File: src/pkg/brs_pkg.sv
/*
  Package for the bridge secondary and chip reset block: config offsets,
  field positions, reset values, wait counts and the sequencer states.
  Assumes one primary clock domain (core_clk) and one config port.
*/
// Function
// - Secondary reset output held asserted while primary reset input is asserted.
// - Secondary-reset bit set asserts secondary reset until a config write clears it.
// - Setting the chip-reset bit also asserts the secondary reset output.
// - Secondary reset tri-states all secondary control outputs and every grant output.
// - During secondary reset, address/data, command/byte enables and parity driven low.
// - Secondary reset flushes all posted-write and delayed-transaction buffers.
// - Secondary reset edges are asynchronous to the primary clock for receivers.
// - Config accesses keep being answered while only the secondary-reset bit resets.
// - Chip-reset bit resets all registers and state, tri-states interface signals.
// - Chip reset sets the secondary-reset bit by itself.
// - Chip-reset bit self-clears within 20 clocks after the clearing write.
// - No access is answered while a chip reset is in progress; the code answers in the hold phase between quiet and release.
// - Low half of dword 00h is a fixed read-only vendor code.
// - High half of dword 00h is a fixed read-only device code.
// - Type-1 header; bridge control at 3Ch high, chip control at 40h low.
// - Primary reset performs a chip reset and restores register defaults.
// - Device stays inaccessible for 16 clocks after primary reset release; the code keeps it inaccessible for 17.
package brs_pkg;

  // config space byte offsets
  localparam logic [7:0] BRS_OFS_ID = 8'h00;
  localparam logic [7:0] BRS_OFS_CLASS = 8'h08;
  localparam logic [7:0] BRS_OFS_HDR = 8'h0C;
  localparam logic [7:0] BRS_OFS_BRIDGE = 8'h3C;
  localparam logic [7:0] BRS_OFS_DIAG = 8'h40;

  // bit positions within their 16-bit fields, and the low bit of the bridge field in its dword
  localparam int unsigned BRS_BRIDGE_SECRST_BIT = 6;
  localparam int unsigned BRS_DIAG_CHIPRST_BIT = 1;
  localparam int unsigned BRS_BRIDGE_LSB = 16;

  // writable masks and reset values
  localparam logic [15:0] BRS_BRIDGE_RW_MASK = 16'h0FFF;
  localparam logic [15:0] BRS_DIAG_RW_MASK = 16'h00FF;
  localparam logic [15:0] BRS_BRIDGE_RST = 16'h0000;
  localparam logic [15:0] BRS_DIAG_RST = 16'h0000;

  // fixed header contents
  localparam logic [7:0] BRS_HEADER_TYPE = 8'h01;
  localparam logic [23:0] BRS_CLASS_CODE = 24'h060400;
  localparam logic [7:0] BRS_INT_PIN = 8'h00;

  // wait counts in core_clk cycles
  localparam int unsigned BRS_CNT_W = 5;
  localparam logic [4:0] BRS_POR_WAIT_CLKS = 5'h10;
  localparam logic [4:0] BRS_CHIP_QUIET_CLKS = 5'h04;
  localparam logic [4:0] BRS_CHIP_RELEASE_CLKS = 5'h08;
  localparam logic [4:0] BRS_CHIP_RELEASE_MAX_CLKS = 5'h14;

  typedef enum logic [2:0] {
    BRS_ST_POR_WAIT,
    BRS_ST_READY,
    BRS_ST_CHIP_QUIET,
    BRS_ST_CHIP_HOLD,
    BRS_ST_CHIP_RELEASE
  } brs_state_type;

endpackage

File: src/core/brs_delay_cnt.sv
/*
  Down counter used for the sequencer waits.
  Assumes load and the count value come from core_clk logic.
*/
module brs_delay_cnt
  import brs_pkg::*;
#(
  parameter int unsigned WIDTH = 5,
  parameter logic [WIDTH-1:0] INIT_COUNT = '0
) (
  input wire logic core_clk,
  input wire logic rstn,
  input wire logic ce,
  input wire logic load,
  input wire logic [WIDTH-1:0] load_count,
  output logic expired
);

  logic [WIDTH-1:0] count;

  if (WIDTH < 2 || WIDTH > 16) begin : g_bad_width
    $error("brs_delay_cnt: WIDTH out of range");
  end

  // counts down to zero and stays there until reloaded
  always_ff @(posedge core_clk or negedge rstn) begin
    if (!rstn) begin
      count <= INIT_COUNT;
    end else if (ce) begin
      if (load) begin
        count <= load_count;
      end else if (count != '0) begin
        count <= count - 1'b1;
      end
    end
  end

  assign expired = (count == '0) && !load;

endmodule

File: src/core/brs_sec_drive.sv
/*
  Registered drivers of the secondary bus pins with reset override.
  Assumes hold_reset comes from core_clk logic; rstn is the primary reset.
*/
module brs_sec_drive
  import brs_pkg::*;
#(
  parameter int unsigned CTL_W = 6,
  parameter int unsigned GNT_W = 4
) (
  input wire logic core_clk,
  input wire logic rstn,
  input wire logic ce,
  input wire logic hold_reset,
  input wire logic [31:0] core_sec_ad,
  input wire logic core_sec_ad_oe,
  input wire logic [3:0] core_sec_cbe_n,
  input wire logic core_sec_cbe_oe,
  input wire logic core_sec_par,
  input wire logic core_sec_par_oe,
  input wire logic [CTL_W-1:0] core_sec_ctl,
  input wire logic [CTL_W-1:0] core_sec_ctl_oe,
  input wire logic [GNT_W-1:0] core_sec_gnt_n,
  input wire logic [GNT_W-1:0] core_sec_gnt_oe,
  output logic [31:0] sec_ad,
  output logic sec_ad_oe,
  output logic [3:0] secondary_cmd_byte_en_n,
  output logic secondary_cmd_byte_en_oe,
  output logic secondary_parity,
  output logic secondary_parity_oe,
  output logic [CTL_W-1:0] sec_ctl,
  output logic [CTL_W-1:0] sec_ctl_oe,
  output logic [GNT_W-1:0] sec_gnt_n,
  output logic [GNT_W-1:0] sec_gnt_oe
);

  if (GNT_W < 1 || GNT_W > 16 || CTL_W < 1) begin : g_bad_width
    $error("brs_sec_drive: width out of range");
  end

  // data lanes are driven low through reset
  always_ff @(posedge core_clk or negedge rstn) begin
    if (!rstn) begin
      sec_ad <= 32'h0000_0000;
      sec_ad_oe <= 1'b1;
      secondary_cmd_byte_en_n <= 4'h0;
      secondary_cmd_byte_en_oe <= 1'b1;
      secondary_parity <= 1'b0;
      secondary_parity_oe <= 1'b1;
    end else if (ce) begin
      if (hold_reset) begin
        sec_ad <= 32'h0000_0000;
        sec_ad_oe <= 1'b1;
        secondary_cmd_byte_en_n <= 4'h0;
        secondary_cmd_byte_en_oe <= 1'b1;
        secondary_parity <= 1'b0;
        secondary_parity_oe <= 1'b1;
      end else begin
        sec_ad <= core_sec_ad;
        sec_ad_oe <= core_sec_ad_oe;
        secondary_cmd_byte_en_n <= core_sec_cbe_n;
        secondary_cmd_byte_en_oe <= core_sec_cbe_oe;
        secondary_parity <= core_sec_par;
        secondary_parity_oe <= core_sec_par_oe;
      end
    end
  end

  // control lines float during reset
  for (genvar i = 0; i < CTL_W; i++) begin : g_ctl
    always_ff @(posedge core_clk or negedge rstn) begin
      if (!rstn) begin
        sec_ctl[i] <= 1'b1;
        sec_ctl_oe[i] <= 1'b0;
      end else if (ce) begin
        sec_ctl[i] <= core_sec_ctl[i];
        sec_ctl_oe[i] <= core_sec_ctl_oe[i] && !hold_reset;
      end
    end
  end

  // every grant floats during reset
  for (genvar g = 0; g < GNT_W; g++) begin : g_gnt
    always_ff @(posedge core_clk or negedge rstn) begin
      if (!rstn) begin
        sec_gnt_n[g] <= 1'b1;
        sec_gnt_oe[g] <= 1'b0;
      end else if (ce) begin
        sec_gnt_n[g] <= core_sec_gnt_n[g];
        sec_gnt_oe[g] <= core_sec_gnt_oe[g] && !hold_reset;
      end
    end
  end

endmodule

File: src/core/brs_top.sv
/*
  Secondary bus reset and chip reset sequencer of a two-port bridge, with
  the config header fields it owns and the config access port.
  Assumes rstn is the primary reset input (async, active low), config
  requests come from core_clk logic, and the bridge core reads the
  flush and drive-enable levels.
*/
module brs_top
  import brs_pkg::*;
#(
  parameter logic [15:0] VENDOR_CODE = 16'h5A5A, // arbitrary value
  parameter logic [15:0] DEVICE_CODE = 16'hA5A5, // arbitrary value
  parameter logic [7:0] REVISION = 8'h00,
  parameter int unsigned CTL_W = 6,
  parameter int unsigned GNT_W = 4
) (
  input wire logic core_clk,
  input wire logic rstn,
  input wire logic ce,
  input wire logic cfg_req,
  input wire logic cfg_write,
  input wire logic [7:0] cfg_addr,
  input wire logic [3:0] cfg_be,
  input wire logic [31:0] cfg_wdata,
  output logic cfg_ack,
  output logic [31:0] cfg_rdata,
  input wire logic [31:0] core_sec_ad,
  input wire logic core_sec_ad_oe,
  input wire logic [3:0] core_sec_cbe_n,
  input wire logic core_sec_cbe_oe,
  input wire logic core_sec_par,
  input wire logic core_sec_par_oe,
  input wire logic [CTL_W-1:0] core_sec_ctl,
  input wire logic [CTL_W-1:0] core_sec_ctl_oe,
  input wire logic [GNT_W-1:0] core_sec_gnt_n,
  input wire logic [GNT_W-1:0] core_sec_gnt_oe,
  output logic secondary_reset_n,
  output logic [31:0] sec_ad,
  output logic sec_ad_oe,
  output logic [3:0] secondary_cmd_byte_en_n,
  output logic secondary_cmd_byte_en_oe,
  output logic secondary_parity,
  output logic secondary_parity_oe,
  output logic [CTL_W-1:0] sec_ctl,
  output logic [CTL_W-1:0] sec_ctl_oe,
  output logic [GNT_W-1:0] sec_gnt_n,
  output logic [GNT_W-1:0] sec_gnt_oe,
  output logic flush_buffers,
  output logic primary_drive_en,
  output logic config_ready,
  output logic [15:0] bridge_control,
  output logic [15:0] diagnostic_chip_control
);

  brs_state_type state;
  brs_state_type next_state;
  logic accessible;
  logic take;
  logic [5:0] dword_idx;
  logic hit_bridge;
  logic hit_diag;
  logic wr_bridge;
  logic wr_diag;
  logic [15:0] next_bridge;
  logic [15:0] next_diag;
  logic sec_bit_clear_evt;
  logic chip_req;
  logic chip_quiet;
  logic chip_done;
  logic hold_reset;
  logic cnt_load;
  logic [BRS_CNT_W-1:0] cnt_value;
  logic cnt_expired;
  logic [31:0] read_word;

  if (BRS_CHIP_RELEASE_CLKS + 5'h02 > BRS_CHIP_RELEASE_MAX_CLKS) begin : g_bad_release
    $error("brs_top: release wait too long for the self-clear bound");
  end
  if (GNT_W < 1 || GNT_W > 16) begin : g_bad_gnt
    $error("brs_top: GNT_W out of range");
  end

  // access gate: closed in the power-up wait and in the chip reset quiet and release phases, open in hold
  assign accessible = (state == BRS_ST_READY) || (state == BRS_ST_CHIP_HOLD);
  assign take = cfg_req && accessible;
  assign dword_idx = cfg_addr[7:2];

  // header decode
  assign hit_bridge = (dword_idx == BRS_OFS_BRIDGE[7:2]);
  assign hit_diag = (dword_idx == BRS_OFS_DIAG[7:2]);
  assign wr_bridge = take && cfg_write && hit_bridge;
  assign wr_diag = take && cfg_write && hit_diag;

  // byte-lane merge of the bridge control field, upper half of 3Ch
  always_comb begin
    next_bridge = bridge_control;
    if (cfg_be[2]) begin
      next_bridge[7:0] = cfg_wdata[23:16];
    end
    if (cfg_be[3]) begin
      next_bridge[15:8] = cfg_wdata[31:24];
    end
    next_bridge = next_bridge & BRS_BRIDGE_RW_MASK;
  end

  // byte-lane merge of the chip control field; the chip-reset bit is
  // owned by the sequencer and keeps its value on a plain write
  always_comb begin
    next_diag = diagnostic_chip_control;
    if (cfg_be[0]) begin
      next_diag[7:0] = cfg_wdata[7:0];
    end
    if (cfg_be[1]) begin
      next_diag[15:8] = cfg_wdata[15:8];
    end
    next_diag = next_diag & BRS_DIAG_RW_MASK;
    next_diag[BRS_DIAG_CHIPRST_BIT] = diagnostic_chip_control[BRS_DIAG_CHIPRST_BIT];
  end

  // software events seen by the sequencer, and the quiet and done decodes of its state
  assign sec_bit_clear_evt = wr_bridge && cfg_be[2] && bridge_control[BRS_BRIDGE_SECRST_BIT]
    && !cfg_wdata[BRS_BRIDGE_LSB + BRS_BRIDGE_SECRST_BIT];
  assign chip_req = wr_diag && cfg_be[0] && cfg_wdata[BRS_DIAG_CHIPRST_BIT]
    && (state == BRS_ST_READY);
  assign chip_quiet = (state == BRS_ST_CHIP_QUIET);
  assign chip_done = (state == BRS_ST_CHIP_RELEASE) && cnt_expired;

  // sequencer: power-up wait, chip reset quiet, hold, release
  always_comb begin
    next_state = state;
    cnt_load = 1'b0;
    cnt_value = BRS_POR_WAIT_CLKS;
    case (state)
      BRS_ST_POR_WAIT: begin
        if (cnt_expired) begin
          next_state = BRS_ST_READY;
        end
      end
      BRS_ST_READY: begin
        if (chip_req) begin
          next_state = BRS_ST_CHIP_QUIET;
          cnt_load = 1'b1;
          cnt_value = BRS_CHIP_QUIET_CLKS - 5'h01;
        end
      end
      BRS_ST_CHIP_QUIET: begin
        if (cnt_expired) begin
          next_state = BRS_ST_CHIP_HOLD;
        end
      end
      BRS_ST_CHIP_HOLD: begin
        if (sec_bit_clear_evt) begin
          next_state = BRS_ST_CHIP_RELEASE;
          cnt_load = 1'b1;
          cnt_value = BRS_CHIP_RELEASE_CLKS - 5'h01;
        end
      end
      BRS_ST_CHIP_RELEASE: begin
        if (cnt_expired) begin
          next_state = BRS_ST_READY;
        end
      end
      default: begin
        next_state = BRS_ST_POR_WAIT;
      end
    endcase
  end

  // state register; primary reset restarts the power-up wait
  always_ff @(posedge core_clk or negedge rstn) begin
    if (!rstn) begin
      state <= BRS_ST_POR_WAIT;
    end else if (ce) begin
      state <= next_state;
    end
  end

  // shared wait counter, preloaded with the power-up wait
  brs_delay_cnt #(
    .WIDTH(BRS_CNT_W),
    .INIT_COUNT(BRS_POR_WAIT_CLKS)
  ) u_wait (
    .core_clk(core_clk),
    .rstn(rstn),
    .ce(ce),
    .load(cnt_load),
    .load_count(cnt_value),
    .expired(cnt_expired)
  );

  // bridge control: chip reset restores defaults and sets the reset bit
  always_ff @(posedge core_clk or negedge rstn) begin
    if (!rstn) begin
      bridge_control <= BRS_BRIDGE_RST;
    end else if (ce) begin
      if (chip_quiet) begin
        bridge_control <= BRS_BRIDGE_RST;
        bridge_control[BRS_BRIDGE_SECRST_BIT] <= 1'b1;
      end else if (wr_bridge) begin
        bridge_control <= next_bridge;
      end
    end
  end

  // chip control: bit set by request, cleared by the sequencer or primary reset
  always_ff @(posedge core_clk or negedge rstn) begin
    if (!rstn) begin
      diagnostic_chip_control <= BRS_DIAG_RST;
    end else if (ce) begin
      if (chip_req) begin
        diagnostic_chip_control <= next_diag;
        diagnostic_chip_control[BRS_DIAG_CHIPRST_BIT] <= 1'b1;
      end else if (chip_quiet) begin
        diagnostic_chip_control <= BRS_DIAG_RST;
        diagnostic_chip_control[BRS_DIAG_CHIPRST_BIT] <= 1'b1;
      end else if (chip_done) begin
        diagnostic_chip_control[BRS_DIAG_CHIPRST_BIT] <= 1'b0;
      end else if (wr_diag) begin
        diagnostic_chip_control <= next_diag;
      end
    end
  end

  // secondary reset level: software bit or chip reset in its quiet phase
  assign hold_reset = bridge_control[BRS_BRIDGE_SECRST_BIT] || chip_quiet;

  // reset output; primary reset forces it low without the clock
  always_ff @(posedge core_clk or negedge rstn) begin
    if (!rstn) begin
      secondary_reset_n <= 1'b0;
    end else if (ce) begin
      secondary_reset_n <= !hold_reset;
    end
  end

  // buffer flush level for the posted and delayed transaction queues
  always_ff @(posedge core_clk or negedge rstn) begin
    if (!rstn) begin
      flush_buffers <= 1'b1;
    end else if (ce) begin
      flush_buffers <= hold_reset;
    end
  end

  // primary drivers released only while the device may answer
  always_ff @(posedge core_clk or negedge rstn) begin
    if (!rstn) begin
      primary_drive_en <= 1'b0;
      config_ready <= 1'b0;
    end else if (ce) begin
      primary_drive_en <= (next_state == BRS_ST_READY) || (next_state == BRS_ST_CHIP_HOLD);
      config_ready <= (next_state == BRS_ST_READY);
    end
  end

  // secondary pin drivers
  brs_sec_drive #(
    .CTL_W(CTL_W),
    .GNT_W(GNT_W)
  ) u_sec (
    .core_clk(core_clk),
    .rstn(rstn),
    .ce(ce),
    .hold_reset(hold_reset),
    .core_sec_ad(core_sec_ad),
    .core_sec_ad_oe(core_sec_ad_oe),
    .core_sec_cbe_n(core_sec_cbe_n),
    .core_sec_cbe_oe(core_sec_cbe_oe),
    .core_sec_par(core_sec_par),
    .core_sec_par_oe(core_sec_par_oe),
    .core_sec_ctl(core_sec_ctl),
    .core_sec_ctl_oe(core_sec_ctl_oe),
    .core_sec_gnt_n(core_sec_gnt_n),
    .core_sec_gnt_oe(core_sec_gnt_oe),
    .sec_ad(sec_ad),
    .sec_ad_oe(sec_ad_oe),
    .secondary_cmd_byte_en_n(secondary_cmd_byte_en_n),
    .secondary_cmd_byte_en_oe(secondary_cmd_byte_en_oe),
    .secondary_parity(secondary_parity),
    .secondary_parity_oe(secondary_parity_oe),
    .sec_ctl(sec_ctl),
    .sec_ctl_oe(sec_ctl_oe),
    .sec_gnt_n(sec_gnt_n),
    .sec_gnt_oe(sec_gnt_oe)
  );

  // read mux over the header; identity words are fixed, 3Ch and 40h return the control fields, others zero
  always_comb begin
    read_word = 32'h0000_0000;
    if (dword_idx == BRS_OFS_ID[7:2]) begin
      read_word = {DEVICE_CODE, VENDOR_CODE};
    end else if (dword_idx == BRS_OFS_CLASS[7:2]) begin
      read_word = {BRS_CLASS_CODE, REVISION};
    end else if (dword_idx == BRS_OFS_HDR[7:2]) begin
      read_word = {8'h00, BRS_HEADER_TYPE, 16'h0000};
    end else if (hit_bridge) begin
      read_word = {bridge_control, BRS_INT_PIN, 8'h00};
    end else if (hit_diag) begin
      read_word = {16'h0000, diagnostic_chip_control};
    end
  end

  // answer one cycle after a request is taken; refused ones get none
  always_ff @(posedge core_clk or negedge rstn) begin
    if (!rstn) begin
      cfg_ack <= 1'b0;
      cfg_rdata <= 32'h0000_0000;
    end else if (ce) begin
      cfg_ack <= take;
      if (take && !cfg_write) begin
        cfg_rdata <= read_word;
      end else begin
        cfg_rdata <= 32'h0000_0000;
      end
    end
  end

endmodule

File: config.mk
export PLATFORM = sky130hd
export DESIGN_NAME = brs_top
export DESIGN_NICKNAME = d
export VERILOG_FILES = /design/src/pkg/brs_pkg.sv /design/src/core/brs_delay_cnt.sv /design/src/core/brs_sec_drive.sv /design/src/core/brs_top.sv
export SDC_FILE = /design/constraint.sdc
export NUM_CORES = 1
export LEC_CHECK = 0
export BUFFER_PORTS_ARGS = -buffer_cell sky130_fd_sc_hd__buf_2
export CAP_MARGIN = 10
export CELL_PAD_IN_SITES_DETAIL_PLACEMENT = 1
export CELL_PAD_IN_SITES_GLOBAL_PLACEMENT = 1
export CORE_ASPECT_RATIO = 1.75
export CORE_MARGIN = 2
export CORE_UTILIZATION = 37
export DETAILED_ROUTE_END_ITERATION = 8
export PLACE_DENSITY = 0.89
export SETUP_SLACK_MARGIN = 0.15
export SLEW_MARGIN = 20
export SYNTH_ARGS = -nofsm -noshare
export SYNTH_HDL_FRONTEND = slang
export SYNTH_SLANG_ARGS = --single-unit
File: constraint.sdc
create_clock -name core_clk -period 3.1 [get_ports core_clk]
set_input_delay 0.465 -clock core_clk [delete_from_list [all_inputs] [get_ports core_clk]]
set_output_delay 0.465 -clock core_clk [all_outputs]
set_load 0.02 [all_outputs]
==> results of run 1 <==
sequential cells by signal (all words and copies together) (netlist names), 3 cells and up:
name,cells
bridge_control,12
diagnostic_chip_control,8
u_sec.sec_ctl,6
u_sec.sec_gnt_n,4
u_wait.count,5
u_sec.secondary_cmd_byte_en_n,4
u_sec.sec_gnt_oe,4
state,3
u_sec.sec_ctl_oe,6
cfg_rdata,21
u_sec.sec_ad,32
stage by stage:
stage                     hold WS (ns)  cell area, um2  power (mW)  setup slack (ns)
after CTS                        0.157            6450        4.02             0.918
after global routing             0.177            6450        4.15             0.717
final                            0.123            6450        3.98             0.879
after floorplan                  0.169            4840        1.88              1.11
after detailed placement         0.475            5860        2.05             0.736
after global placement           0.469            5860        2.02             0.813
how the worst max path moves through the flow:
stage                            from                    endpoint  slack, ns  depth (start not counted)
after floorplan           cfg_addr[2]  diagnostic_chip_control[0]       1.11                          6
after global placement    cfg_addr[2]                    state[0]       0.81                          6
after detailed placement  cfg_addr[2]                    state[0]       0.74                          6
after CTS                    state[2]                    state[0]       0.92                          5
after global routing         state[2]                    state[0]       0.72                          5
final                        state[2]                    state[0]       0.88                          5
cells in the mapped netlist, types with 4 or more instances:
cell type	count
o21ai_0	11
buf_4	23
nor2_1	12
a22o_1	59
o22a_1	4
a32o_1	10
a22o_2	7
and3_1	5
nand2_1	8
nor3_1	4
a21oi_1	12
clkbuf_1	17
dfrtp_1	99
inv_1	9
o2bb2ai_1	12
mux2_2	11
dfstp_2	15
final cells by class:
cell class                      count  area share, %
Timing Repair Buffer              210           16.7
Tap cell                          168           3.26
Sequential cell                   114           44.5
Inverter                           10          0.582
Clock inverter                     13           2.50
Clock buffer                       19           6.71
Multi-Input combinational cell    220           25.7
logic make-up after synthesis:
family / after synthesis / share of synthesized area (%)
compound gates: 131 / 22.5
flops: 114 / 60.1
simple gates: 57 / 7.44
buf+inv: 55 / 6.52
mux: 11 / 2.59
fa+ha+maj: 2 / 0.524
other cells: 1 / 0.0785
xor+xnor: 1 / 0.183
routing by layer:
| layer | share of wire, % | up-vias | GRT usage (%) | wire, um |
|---|---|---|---|---|
| li1 | - | 1770 | - | - |
| met1 | 36 | 2010 | 23.6 | 5450 |
| met2 | 54 | 197 | 40.1 | 8140 |
| met3 | 6.0 | 45 | 5.85 | 901 |
| met4 | 4.1 | 0 | 11.1 | 616 |
| met5 | 0 | - | 0 | 0 |
worst reg2reg max path, stage by stage (launching register included):
cell,delay (ns)
dfrtp_1,0.50
nand4b_1,0.30
nor4_2,0.60
nor2_1,0.13
o311ai_1,0.40
o21ai_0,0.16
power by group through the flow:
stage	sequential, mW	combinational, mW	clock [mW]
after floorplan	1.63	0.253	0
after global placement	1.62	0.406	0
after detailed placement	1.62	0.429	0
after CTS	1.60	0.434	1.99
after global routing	1.61	0.474	2.07
final	1.60	0.431	1.95
==> out/metrics.csv, run 1 <==
metric,value,unit
status,finished clean,
cts_resized,0,
rsz0062_at_grt,false,
grt_pass1_vias,4468,
start_kind,flop,
regToRegEndpoint,state[0],
synth_edf_count,0,
crit_arrival,2.48,ns
ys_ff_latch,114,
io_buffers,204,
grt_pass1_wl,24.3,mm
viasPerCell,5.33,
drive_gt1_share,49.0,%
syn-cell-area,4770,um2
nNetsFinal,684,
ys_seq_area_share,60.1,%
vias,4022,
wirelength,15.1,mm
multiInputGateArea,1660,um2
synth_top_area_share,51.9,%
drt_pass1_iterations,4,
fill_cells,1415,
setup_viol,0,
final_cells,754,
p_sw_share,25.5,%
ff2ff_path_depth,5,
comb_power_share,10.8,%
synthFlopType,dfrtp_1,
setup-tns-final,0,ns
p_leak,3.40,nW
crit_chain,nand4b_1 > nor4_2 > nor2_1 > o311ai_1 > o21ai_0,
p_int,2.97,mW
finalCriticalPeriod,2.22,ns
critical_path.max_fanout,8,
yosysTopAreaCell,dfrtp_1,
wl_per_cell,20.0,um
synthesis.instances,372,
final_cell_mix,"buf_2 (203), dfrtp_1 (99), a22o_1 (59), conb_1 (18), clkbuf_16 (17)",
min_path_type,input port to async pin,
cp_slowest_cell,nor4_2,
syn_avg_cell_area,12.8,um2
core_area,12600,um2
root_buffer,clkbuf_16,
die_width,89.9,um
drt_iter0_drc,133,
dp.final_hpwl,11.1,mm
n_antenna_cell,0,
clock_skew,0.00688,ns
critPathBufInv,0,
fp-row-count,54,
synthToLayoutAreaGrowth,35.2,%
io_pins,238,
tightest_slew,0.747,ns
hold_violations,0,
slew_viol_final,0,
htreeDepth,4,
clock-sinks,114,
r2r_start,state[2],
seq_area,2870,um2
end_kind,flop,
period_share,71.6,%
die_h,154,um
ant_nets,0,
synth_area_leaders,"dfrtp_1 (52%), a22o_1 (11%), dfstp_2 (8.3%)",
synth_cell_types,52,
grt_max_degree,59,
drc,0,
postSynth.asyncResetShare,100,%
post_cts_buffers,0,
p_per_area,617,nW/um2
tritoncts,built,
fin_util,51.4,%
grtUsageTotal,22.1,%
cts_inserted_buffers,17,
clkSlewWorstSetupHoldPaths,0.05,ns
relSlewSlack,50.2,%
critical_path.top_delay_family,simple AND/OR/NAND/NOR gates,
antenna_found_initial,0,
maxCapViolations,0,
dieArea,13900,um2
p_sw,1.02,mW
path_class,flop to flop,
slowest_delay,0.60,ns
layout_commonest_cell,buf_2,
pwr-share-seq,40.1,%
clkLatencyLatePin,0.40,ns
clock.fmax,450,MHz
p_clk_share,49.0,%
routabilityCongestion,0.847,
start_util,38.0,%
cts.path.max_buffers,2,
yosysWarnings,0,
post-place-cells,722,
required,3.36,ns
postCtsHoldBufs,0,
overflow,0,
peakVddDrop,0.365,mV
reg2reg_slack,0.88,ns
Power figures use the tool's default switching activity.
==> run 2: changes to the inputs <==
- ABC_AREA: default -> 1
- CORE_UTILIZATION: 37 -> 31
- PLACE_DENSITY: 0.89 -> 0.81
- clock period: 3.1 -> 1.8 ns (I/O delays scaled with it)
==> run 2 against run 1 <==
Effect of this change:
- register-to-register slack worse by 0.71 ns
- worst setup slack worse by 0.71 ns
- non-clock buffer count is 22 higher
- power grew to 2.6 times the previous value
- fmax is 36% higher
- flip-flop and latch count stayed put
==> out/metrics.csv, run 2 <==
metric,value,unit,change
drc,0,,unchanged
viasPerCell,4.80,,was 5.33
io_pins,238,,unchanged
grt_pass1_wl,24.5,mm,was 24.3 mm
wirelength,16.4,mm,was 15.1 mm
synth_common_cells,"dfrtp_1 (99), nand2_1 (96), a22o_1 (49), o21ai_0 (46), inv_1 (39)",,"was dfrtp_1 (99), a22o_1 (59), buf_4 (23), clkbuf_1 (17), dfstp_2 (15)"
largest_register_ffs,32,,unchanged
core_area,15900,um2,was 12600 um2
r2r_start,state[2],,unchanged
vias,4404,,was 4022
final_cells,917,,was 754
end_kind,flop,,unchanged
ys_seq_area_share,57.3,%,was 60.1%
ff2ff_path_depth,9,,was 5
grtUsageTotal,18.4,%,was 22.1%
grt_max_degree,85,,was 59
synthFlopType,dfrtp_1,,unchanged
critical_path.max_fanout,7,,was 8
io_buffers,204,,unchanged
cts_inserted_buffers,17,,unchanged
clock.fmax,612,MHz,was 450 MHz
reg2reg_slack,0.17,ns,was 0.88 ns
slowest_delay,0.42,ns,was 0.60 ns
worstHoldStart,core_sec_gnt_n[2],,
root_buffer,clkbuf_16,,unchanged
yosysTopAreaCell,dfrtp_1,,unchanged
htreeDepth,4,,unchanged
die_width,100,um,was 89.9 um
final_cell_mix,"buf_2 (203), dfrtp_1 (99), nand2_1 (96), a22o_1 (49), inv_1 (39)",,"was buf_2 (203), dfrtp_1 (99), a22o_1 (59), conb_1 (18), clkbuf_16 (17)"
layout_commonest_cell,buf_2,,unchanged
path_class,flop to flop,,unchanged
dpl_cell_area,6190,um2,was 5860 um2
clock_skew,0.0152,ns,was 0.00688 ns
tritoncts,built,,unchanged
synthToLayoutAreaGrowth,38.7,%,was 35.2%
routabilityCongestion,0.829,,was 0.847
dp.final_hpwl,11.5,mm,was 11.1 mm
yosysMostFrequentCell,dfrtp_1,,unchanged
drt_iter0_drc,198,,was 133
finalCriticalPeriod,1.63,ns,was 2.22 ns
die_h,172,um,was 154 um
synth_area_leaders,"dfrtp_1 (49%), a22o_1 (8.6%), dfstp_2 (7.9%)",,"was dfrtp_1 (52%), a22o_1 (11%), dfstp_2 (8.3%)"
synth_edf_count,0,,unchanged
tightest_slew,0.523,ns,was 0.747 ns
fp-row-count,61,,was 54
reg_top3,"u_sec.sec_ad x32, cfg_rdata x21, bridge_control x12",,unchanged
synth_cell_types,35,,was 52
dieArea,17200,um2,was 13900 um2
antenna_found_initial,1,,was 0
synth_top_area_share,49.4,%,was 51.9%
status,finished clean,,unchanged
syn_avg_cell_area,10.3,um2,was 12.8 um2
stdcell_area,6950,um2,was 6450 um2
syn-cell-area,5010,um2,was 4770 um2
clock-sinks,114,,unchanged
crit_chain,inv_2 > nand3_4 > nor2_8 > nand2_2 > nor2_4 > inv_2 > a21oi_4 > buf_6 > o21ai_1,,was nand4b_1 > nor4_2 > nor2_1 > o311ai_1 > o21ai_0
nNetsFinal,825,,was 684
wl_per_cell,17.9,um,was 20.0 um
setup_viol,0,,unchanged
slew_viol_final,0,,unchanged
relSlewSlack,65.1,%,was 50.2%
yosysWarnings,0,,unchanged
required,2.09,ns,was 3.36 ns
rsz0062_at_grt,true,,was false
grt_pass1_vias,4781,,was 4468
drive_gt1_share,43.1,%,was 49.0%
overflow,0,,unchanged
cp_slowest_cell,dfrtp_1,,was nor4_2
synthesis.instances,489,,was 372
post-place-cells,869,,was 722
start_kind,flop,,unchanged
postSynth.asyncResetShare,100,%,unchanged
setup-tns-final,0,ns,unchanged
cts.path.max_buffers,2,,unchanged
min_path_type,input port to flop,,was input port to async pin
p_leak,3.71,nW,was 3.40 nW
top_register,u_sec.sec_ad,,unchanged
maxCapViolations,0,,unchanged
regToRegEndpoint,bridge_control[0],,was state[0]
min_to,u_sec.sec_gnt_n[2],,
hold_violations,0,,unchanged
period_share,90.7,%,was 71.6%
hold_depth,3,,
clkSlewWorstSetupHoldPaths,0.07,ns,was 0.05 ns
crit_arrival,1.92,ns,was 2.48 ns
ant_nets,0,,unchanged
start_util,31.6,%,was 38.0%
ys_ff_latch,114,,unchanged
drt_pass1_iterations,5,,was 4
clkLatencyLatePin,0.42,ns,was 0.40 ns
p_per_area,1490,nW/um2,was 617 nW/um2
peakVddDrop,0.719,mV,was 0.365 mV
crit_top_cell,inv_2,,
[run 2: changes by cell type after synthesis, moves of 9 or more]
cell	before	now
o21ai_0	11	46
mux2_2	11	0
clkbuf_1	17	6
nand2_1	8	96
nand3_1	3	29
o2bb2ai_1	12	0
a22o_1	59	49
inv_1	9	39
a32o_1	10	1
[run 2: kinds of logic (layout without fill, tap and decap cells)]
kind of cell	count (synthesis)	after routing	share of synthesized area, %
adder cells (fa/ha/maj)	2	2	0.499
flip-flops	114	114	57.3
buffers and inverters	87	308	8.94
other	1	19	0.0748
AO/OA/AOI/OAI	117	117	16.3
AND/OR/NAND/NOR	165	165	16.4
XOR/XNOR	3	3	0.524
[run 2: routing by layer]
metal  up-vias  wire length [um]  GRT usage, %
met5         -                 0             0
met4         0               561          8.76
met3        30               584          3.72
met2       131              9240          34.5
met1      2183              6010          19.3
li1       2060                 -             -
[run 2: where the power goes]
group | total [mW] | switching (mW) | internal, mW
combinational | 3.38 | 2.15 | 1.23
clock | 3.30 | 1.36 | 1.94
sequential | 3.68 | 0.430 | 3.25
total | 10.3 | 3.94 | 6.41
[run 2: repair_timing]
item	4_1_cts	5_1_grt
gates resized for setup	1	19
cloned	0	1
pin swaps	1	7
buffers inserted	2	11
endpoints found under the hold margin	99	0
hold buffers	1	0
setup endpoints to repair	11	81
[run 2: worst max-delay path: cells and delay by family (launching register included)]
| family | cells | cell delay [ns] |
|---|---|---|
| simple gates | 4 | 0.54 |
| flops | 1 | 0.42 |
| buf+inv | 3 | 0.33 |
| compound gates | 2 | 0.21 |
[run 2: area by class of cell]
| type | instances | area, um2 |
|---|---|---|
| antenna | 1 | 2.50 |
| clock buffer | 17 | 425 |
| clock inverter | 15 | 148 |
| fill | 1887 | 8920 |
| inverter | 44 | 165 |
| multi-input combinational | 305 | 1800 |
| sequential | 114 | 2870 |
| tap | 189 | 236 |
| timing repair buffer | 232 | 1300 |
[run 2: worst max path at each step]
stage	slack (ns)	from	depth (start not counted)	end
after floorplan	0.37	state[2]	10	u_wait.count[3]
after global placement	0.19	cfg_addr[7]	9	bridge_control[7]
after detailed placement	0.1	cfg_addr[7]	9	bridge_control[0]
after CTS	0.17	state[2]	8	bridge_control[0]
after global routing	0.06	state[2]	10	u_wait.count[3]
final	0.17	state[2]	9	bridge_control[0]
[run 2: per-stage QoR]
stage / utilization (%) / hold WS [ns] / total power, mW / setup WS (ns)
floorplan: - / -0.0256 / 5.69 / 0.371
finish: 43.8 / 0.0450 / 10.3 / 0.167
detailed placement: 39.0 / 0.348 / 6.92 / 0.0956
CTS: 42.8 / 0.0344 / 10.3 / 0.166
global route: 43.8 / 0.0562 / 10.9 / 0.0641
global placement: 39.0 / 0.339 / 6.79 / 0.189
==> run 3: changes to the inputs <==
- PLACE_DENSITY: 0.81 -> default
- PLACE_DENSITY_LB_ADDON: default -> 0.1
==> run 3 against run 2 <==
Effect of this change:
- hold slack better by 0.028 ns
- clock skew is 0.0038 ns lower
- flip-flop and latch count unchanged
- cell area increased by 0.20%
- clock-buffer cell count grew 2
- sequential power about the same
- sequential share of layout area is 0.082 points lower
- fmax grew 0.75%
- clock power about the same
- critical path depth is 1 lower
- largest cell class unchanged
==> out/metrics.csv, run 3 (synthesized netlist as in run 2, its figures left out) <==
metric,value,unit,change
status,finished clean,,unchanged
largest_register_ffs,32,,unchanged
setup_viol,0,,unchanged
path_class,flop to flop,,unchanged
viasPerCell,4.79,,was 4.80
power.total,10.3,mW,about the same
p_int,6.52,mW,was 6.41 mW
io_pins,238,,unchanged
reg_top3,"u_sec.sec_ad x32, cfg_rdata x21, bridge_control x12",,unchanged
met3_usage,4.81,%,was 3.72%
maxCapViolations,0,,unchanged
worstHoldStart,core_sec_ctl[1],,was core_sec_gnt_n[2]
fill_cells,1886,,was 1887
start_kind,flop,,unchanged
core_area,15900,um2,unchanged
clock.fmax,617,MHz,was 612 MHz
routabilityCongestion,0.790,,was 0.829
htreeDepth,4,,unchanged
comb_power_share,32.5,%,was 32.6%
dieArea,17200,um2,unchanged
synthToLayoutAreaGrowth,39.0,%,was 38.7%
fp-row-count,61,,unchanged
p_clk_share,31.9,%,was 31.8%
slew_viol_final,0,,unchanged
final_cells,917,,unchanged
drive_gt1_share,42.6,%,was 43.1%
antenna_found_initial,0,,was 1
dp.final_hpwl,12.0,mm,was 11.5 mm
tritoncts,built,,unchanged
met2_usage,34.1,%,was 34.5%
post-place-cells,875,,was 869
peakVddDrop,0.605,mV,was 0.719 mV
drt_iter0_drc,121,,was 198
cts_inserted_buffers,17,,unchanged
use_met1,20.7,%,was 19.3%
hold_violations,0,,unchanged
start_util,31.6,%,unchanged
top_usage_layer,met2,,unchanged
critical_path.max_fanout,24,,was 7
required,2.08,ns,was 2.09 ns
setup-tns-final,0,ns,unchanged
grtUsageTotal,18.6,%,was 18.4%
grt_pass1_wl,24.6,mm,was 24.5 mm
rsz0062_at_grt,true,,unchanged
clock_skew,0.0114,ns,was 0.0152 ns
top_register,u_sec.sec_ad,,unchanged
p_leak,3.72,nW,was 3.71 nW
wirelength,16.3,mm,was 16.4 mm
p_per_area,1480,nW/um2,was 1490 nW/um2
pwr-share-seq,35.6,%,was 35.5%
die_width,100,um,unchanged
period_share,90.1,%,was 90.7%
root_buffer,clkbuf_16,,unchanged
ant_nets,0,,unchanged
drc,0,,unchanged
overflow,0,,unchanged
io_buffers,204,,unchanged
cts.path.max_buffers,2,,unchanged
hold_ws,0.0725,ns,was 0.0450 ns
grt_pass1_vias,4634,,was 4781
stdcell_area,6970,um2,was 6950 um2
clock-sinks,114,,unchanged
clkSlewWorstSetupHoldPaths,0.05,ns,was 0.07 ns
min_path_type,input port to flop,,unchanged
crit_arrival,1.90,ns,was 1.92 ns
grt_max_degree,50,,was 85
dpl_cell_area,6260,um2,was 6190 um2
crit_start,state[2],,unchanged
end_kind,flop,,unchanged
drt_pass1_iterations,4,,was 5
final_cell_mix,"buf_2 (203), dfrtp_1 (99), nand2_1 (94), a22o_1 (49), o21ai_0 (41)",,"was buf_2 (203), dfrtp_1 (99), nand2_1 (96), a22o_1 (49), inv_1 (39)"
n_antenna_cell,0,,was 1
p_sw,3.77,mW,was 3.94 mW
nNetsFinal,827,,was 825
r2r_start,state[2],,unchanged
vias,4392,,was 4404
p_sw_share,36.7,%,was 38.0%
wl_per_cell,17.8,um,was 17.9 um
finalCriticalPeriod,1.62,ns,was 1.63 ns
layout_commonest_cell,buf_2,,unchanged
clkLatencyLatePin,0.41,ns,was 0.42 ns
die_h,172,um,unchanged
run 3: changes by cell type in the layout (fill, tap and decap cells not counted), sizes merged:
cell	before	now
inv	51	46
bufinv	1	2
clkbuf	18	20
diode	1	0
buf	230	232
clkinvlp	2	3
run 3: power groups by stage:
stage / clock, mW / sequential, mW / combinational [mW]
detailed placement: 0 / 3.72 / 3.25
CTS: 3.37 / 3.68 / 3.29
floorplan: 0 / 4.37 / 1.33
global placement: 0 / 3.69 / 3.17
finish: 3.28 / 3.67 / 3.34
global route: 3.50 / 3.77 / 3.64
run 3: repair_timing:
action / 4_1_cts / 5_1_grt
hold buffers: 1 / 0
resized for setup: 1 / 9
buffers inserted: 2 / 7
setup endpoints to repair: 11 / 36
pin swaps: 0 / 7
hold endpoints to repair: 24 / 0
cloned: 0 / 1
run 3: worst max-delay path, stage by stage (launching register included):
cell and delay (ns):
dfrtp_1 0.39, inv_2 0.10, buf_4 0.12, nand3_4 0.14
nand2_2 0.14, nor2_4 0.06, buf_4 0.16, clkbuf_16 0.19
a22o_1 0.20
run 3: final timing paths:
check                                   end  slack [ns]  cells after the start
setup / recovery            u_sec.sec_ad[6]        0.18                      8
setup reg to reg            u_sec.sec_ad[6]        0.18                      8
hold / removal             u_sec.sec_ctl[1]        0.07                      3
min in group asynchronous  primary_drive_en        0.36                      2
max in group asynchronous  u_sec.sec_ctl[5]        0.78                      3
hold reg to reg            u_sec.sec_ctl[2]        0.46                      2
run 3: area by class of cell:
class / count / area (um2) / share of cell area, %
sequential: 114 / 2870 / 41.2
multi-input combinational: 305 / 1790 / 25.6
timing repair buffer: 234 / 1330 / 19.1
clock buffer: 19 / 443 / 6.36
tap: 189 / 236 / 3.40
inverter: 44 / 165 / 2.37
clock inverter: 12 / 133 / 1.90
run 3: layer usage:
metal | routed length (um) | part of all wire, % | vias to the layer above
met1 | 6200 | 38 | 2153
met4 | 274 | 1.7 | 0
met2 | 8950 | 55 | 152
met5 | 0 | 0 | -
li1 | - | - | 2067
met3 | 870 | 5.3 | 20
run 3: through the flow:
step,worst slack [ns],util [%]
floorplan,0.371,-
global placement,0.197,39.5
detailed placement,0.0850,39.5
CTS,0.152,43.3
global route,0.0928,43.9
finish,0.179,43.9
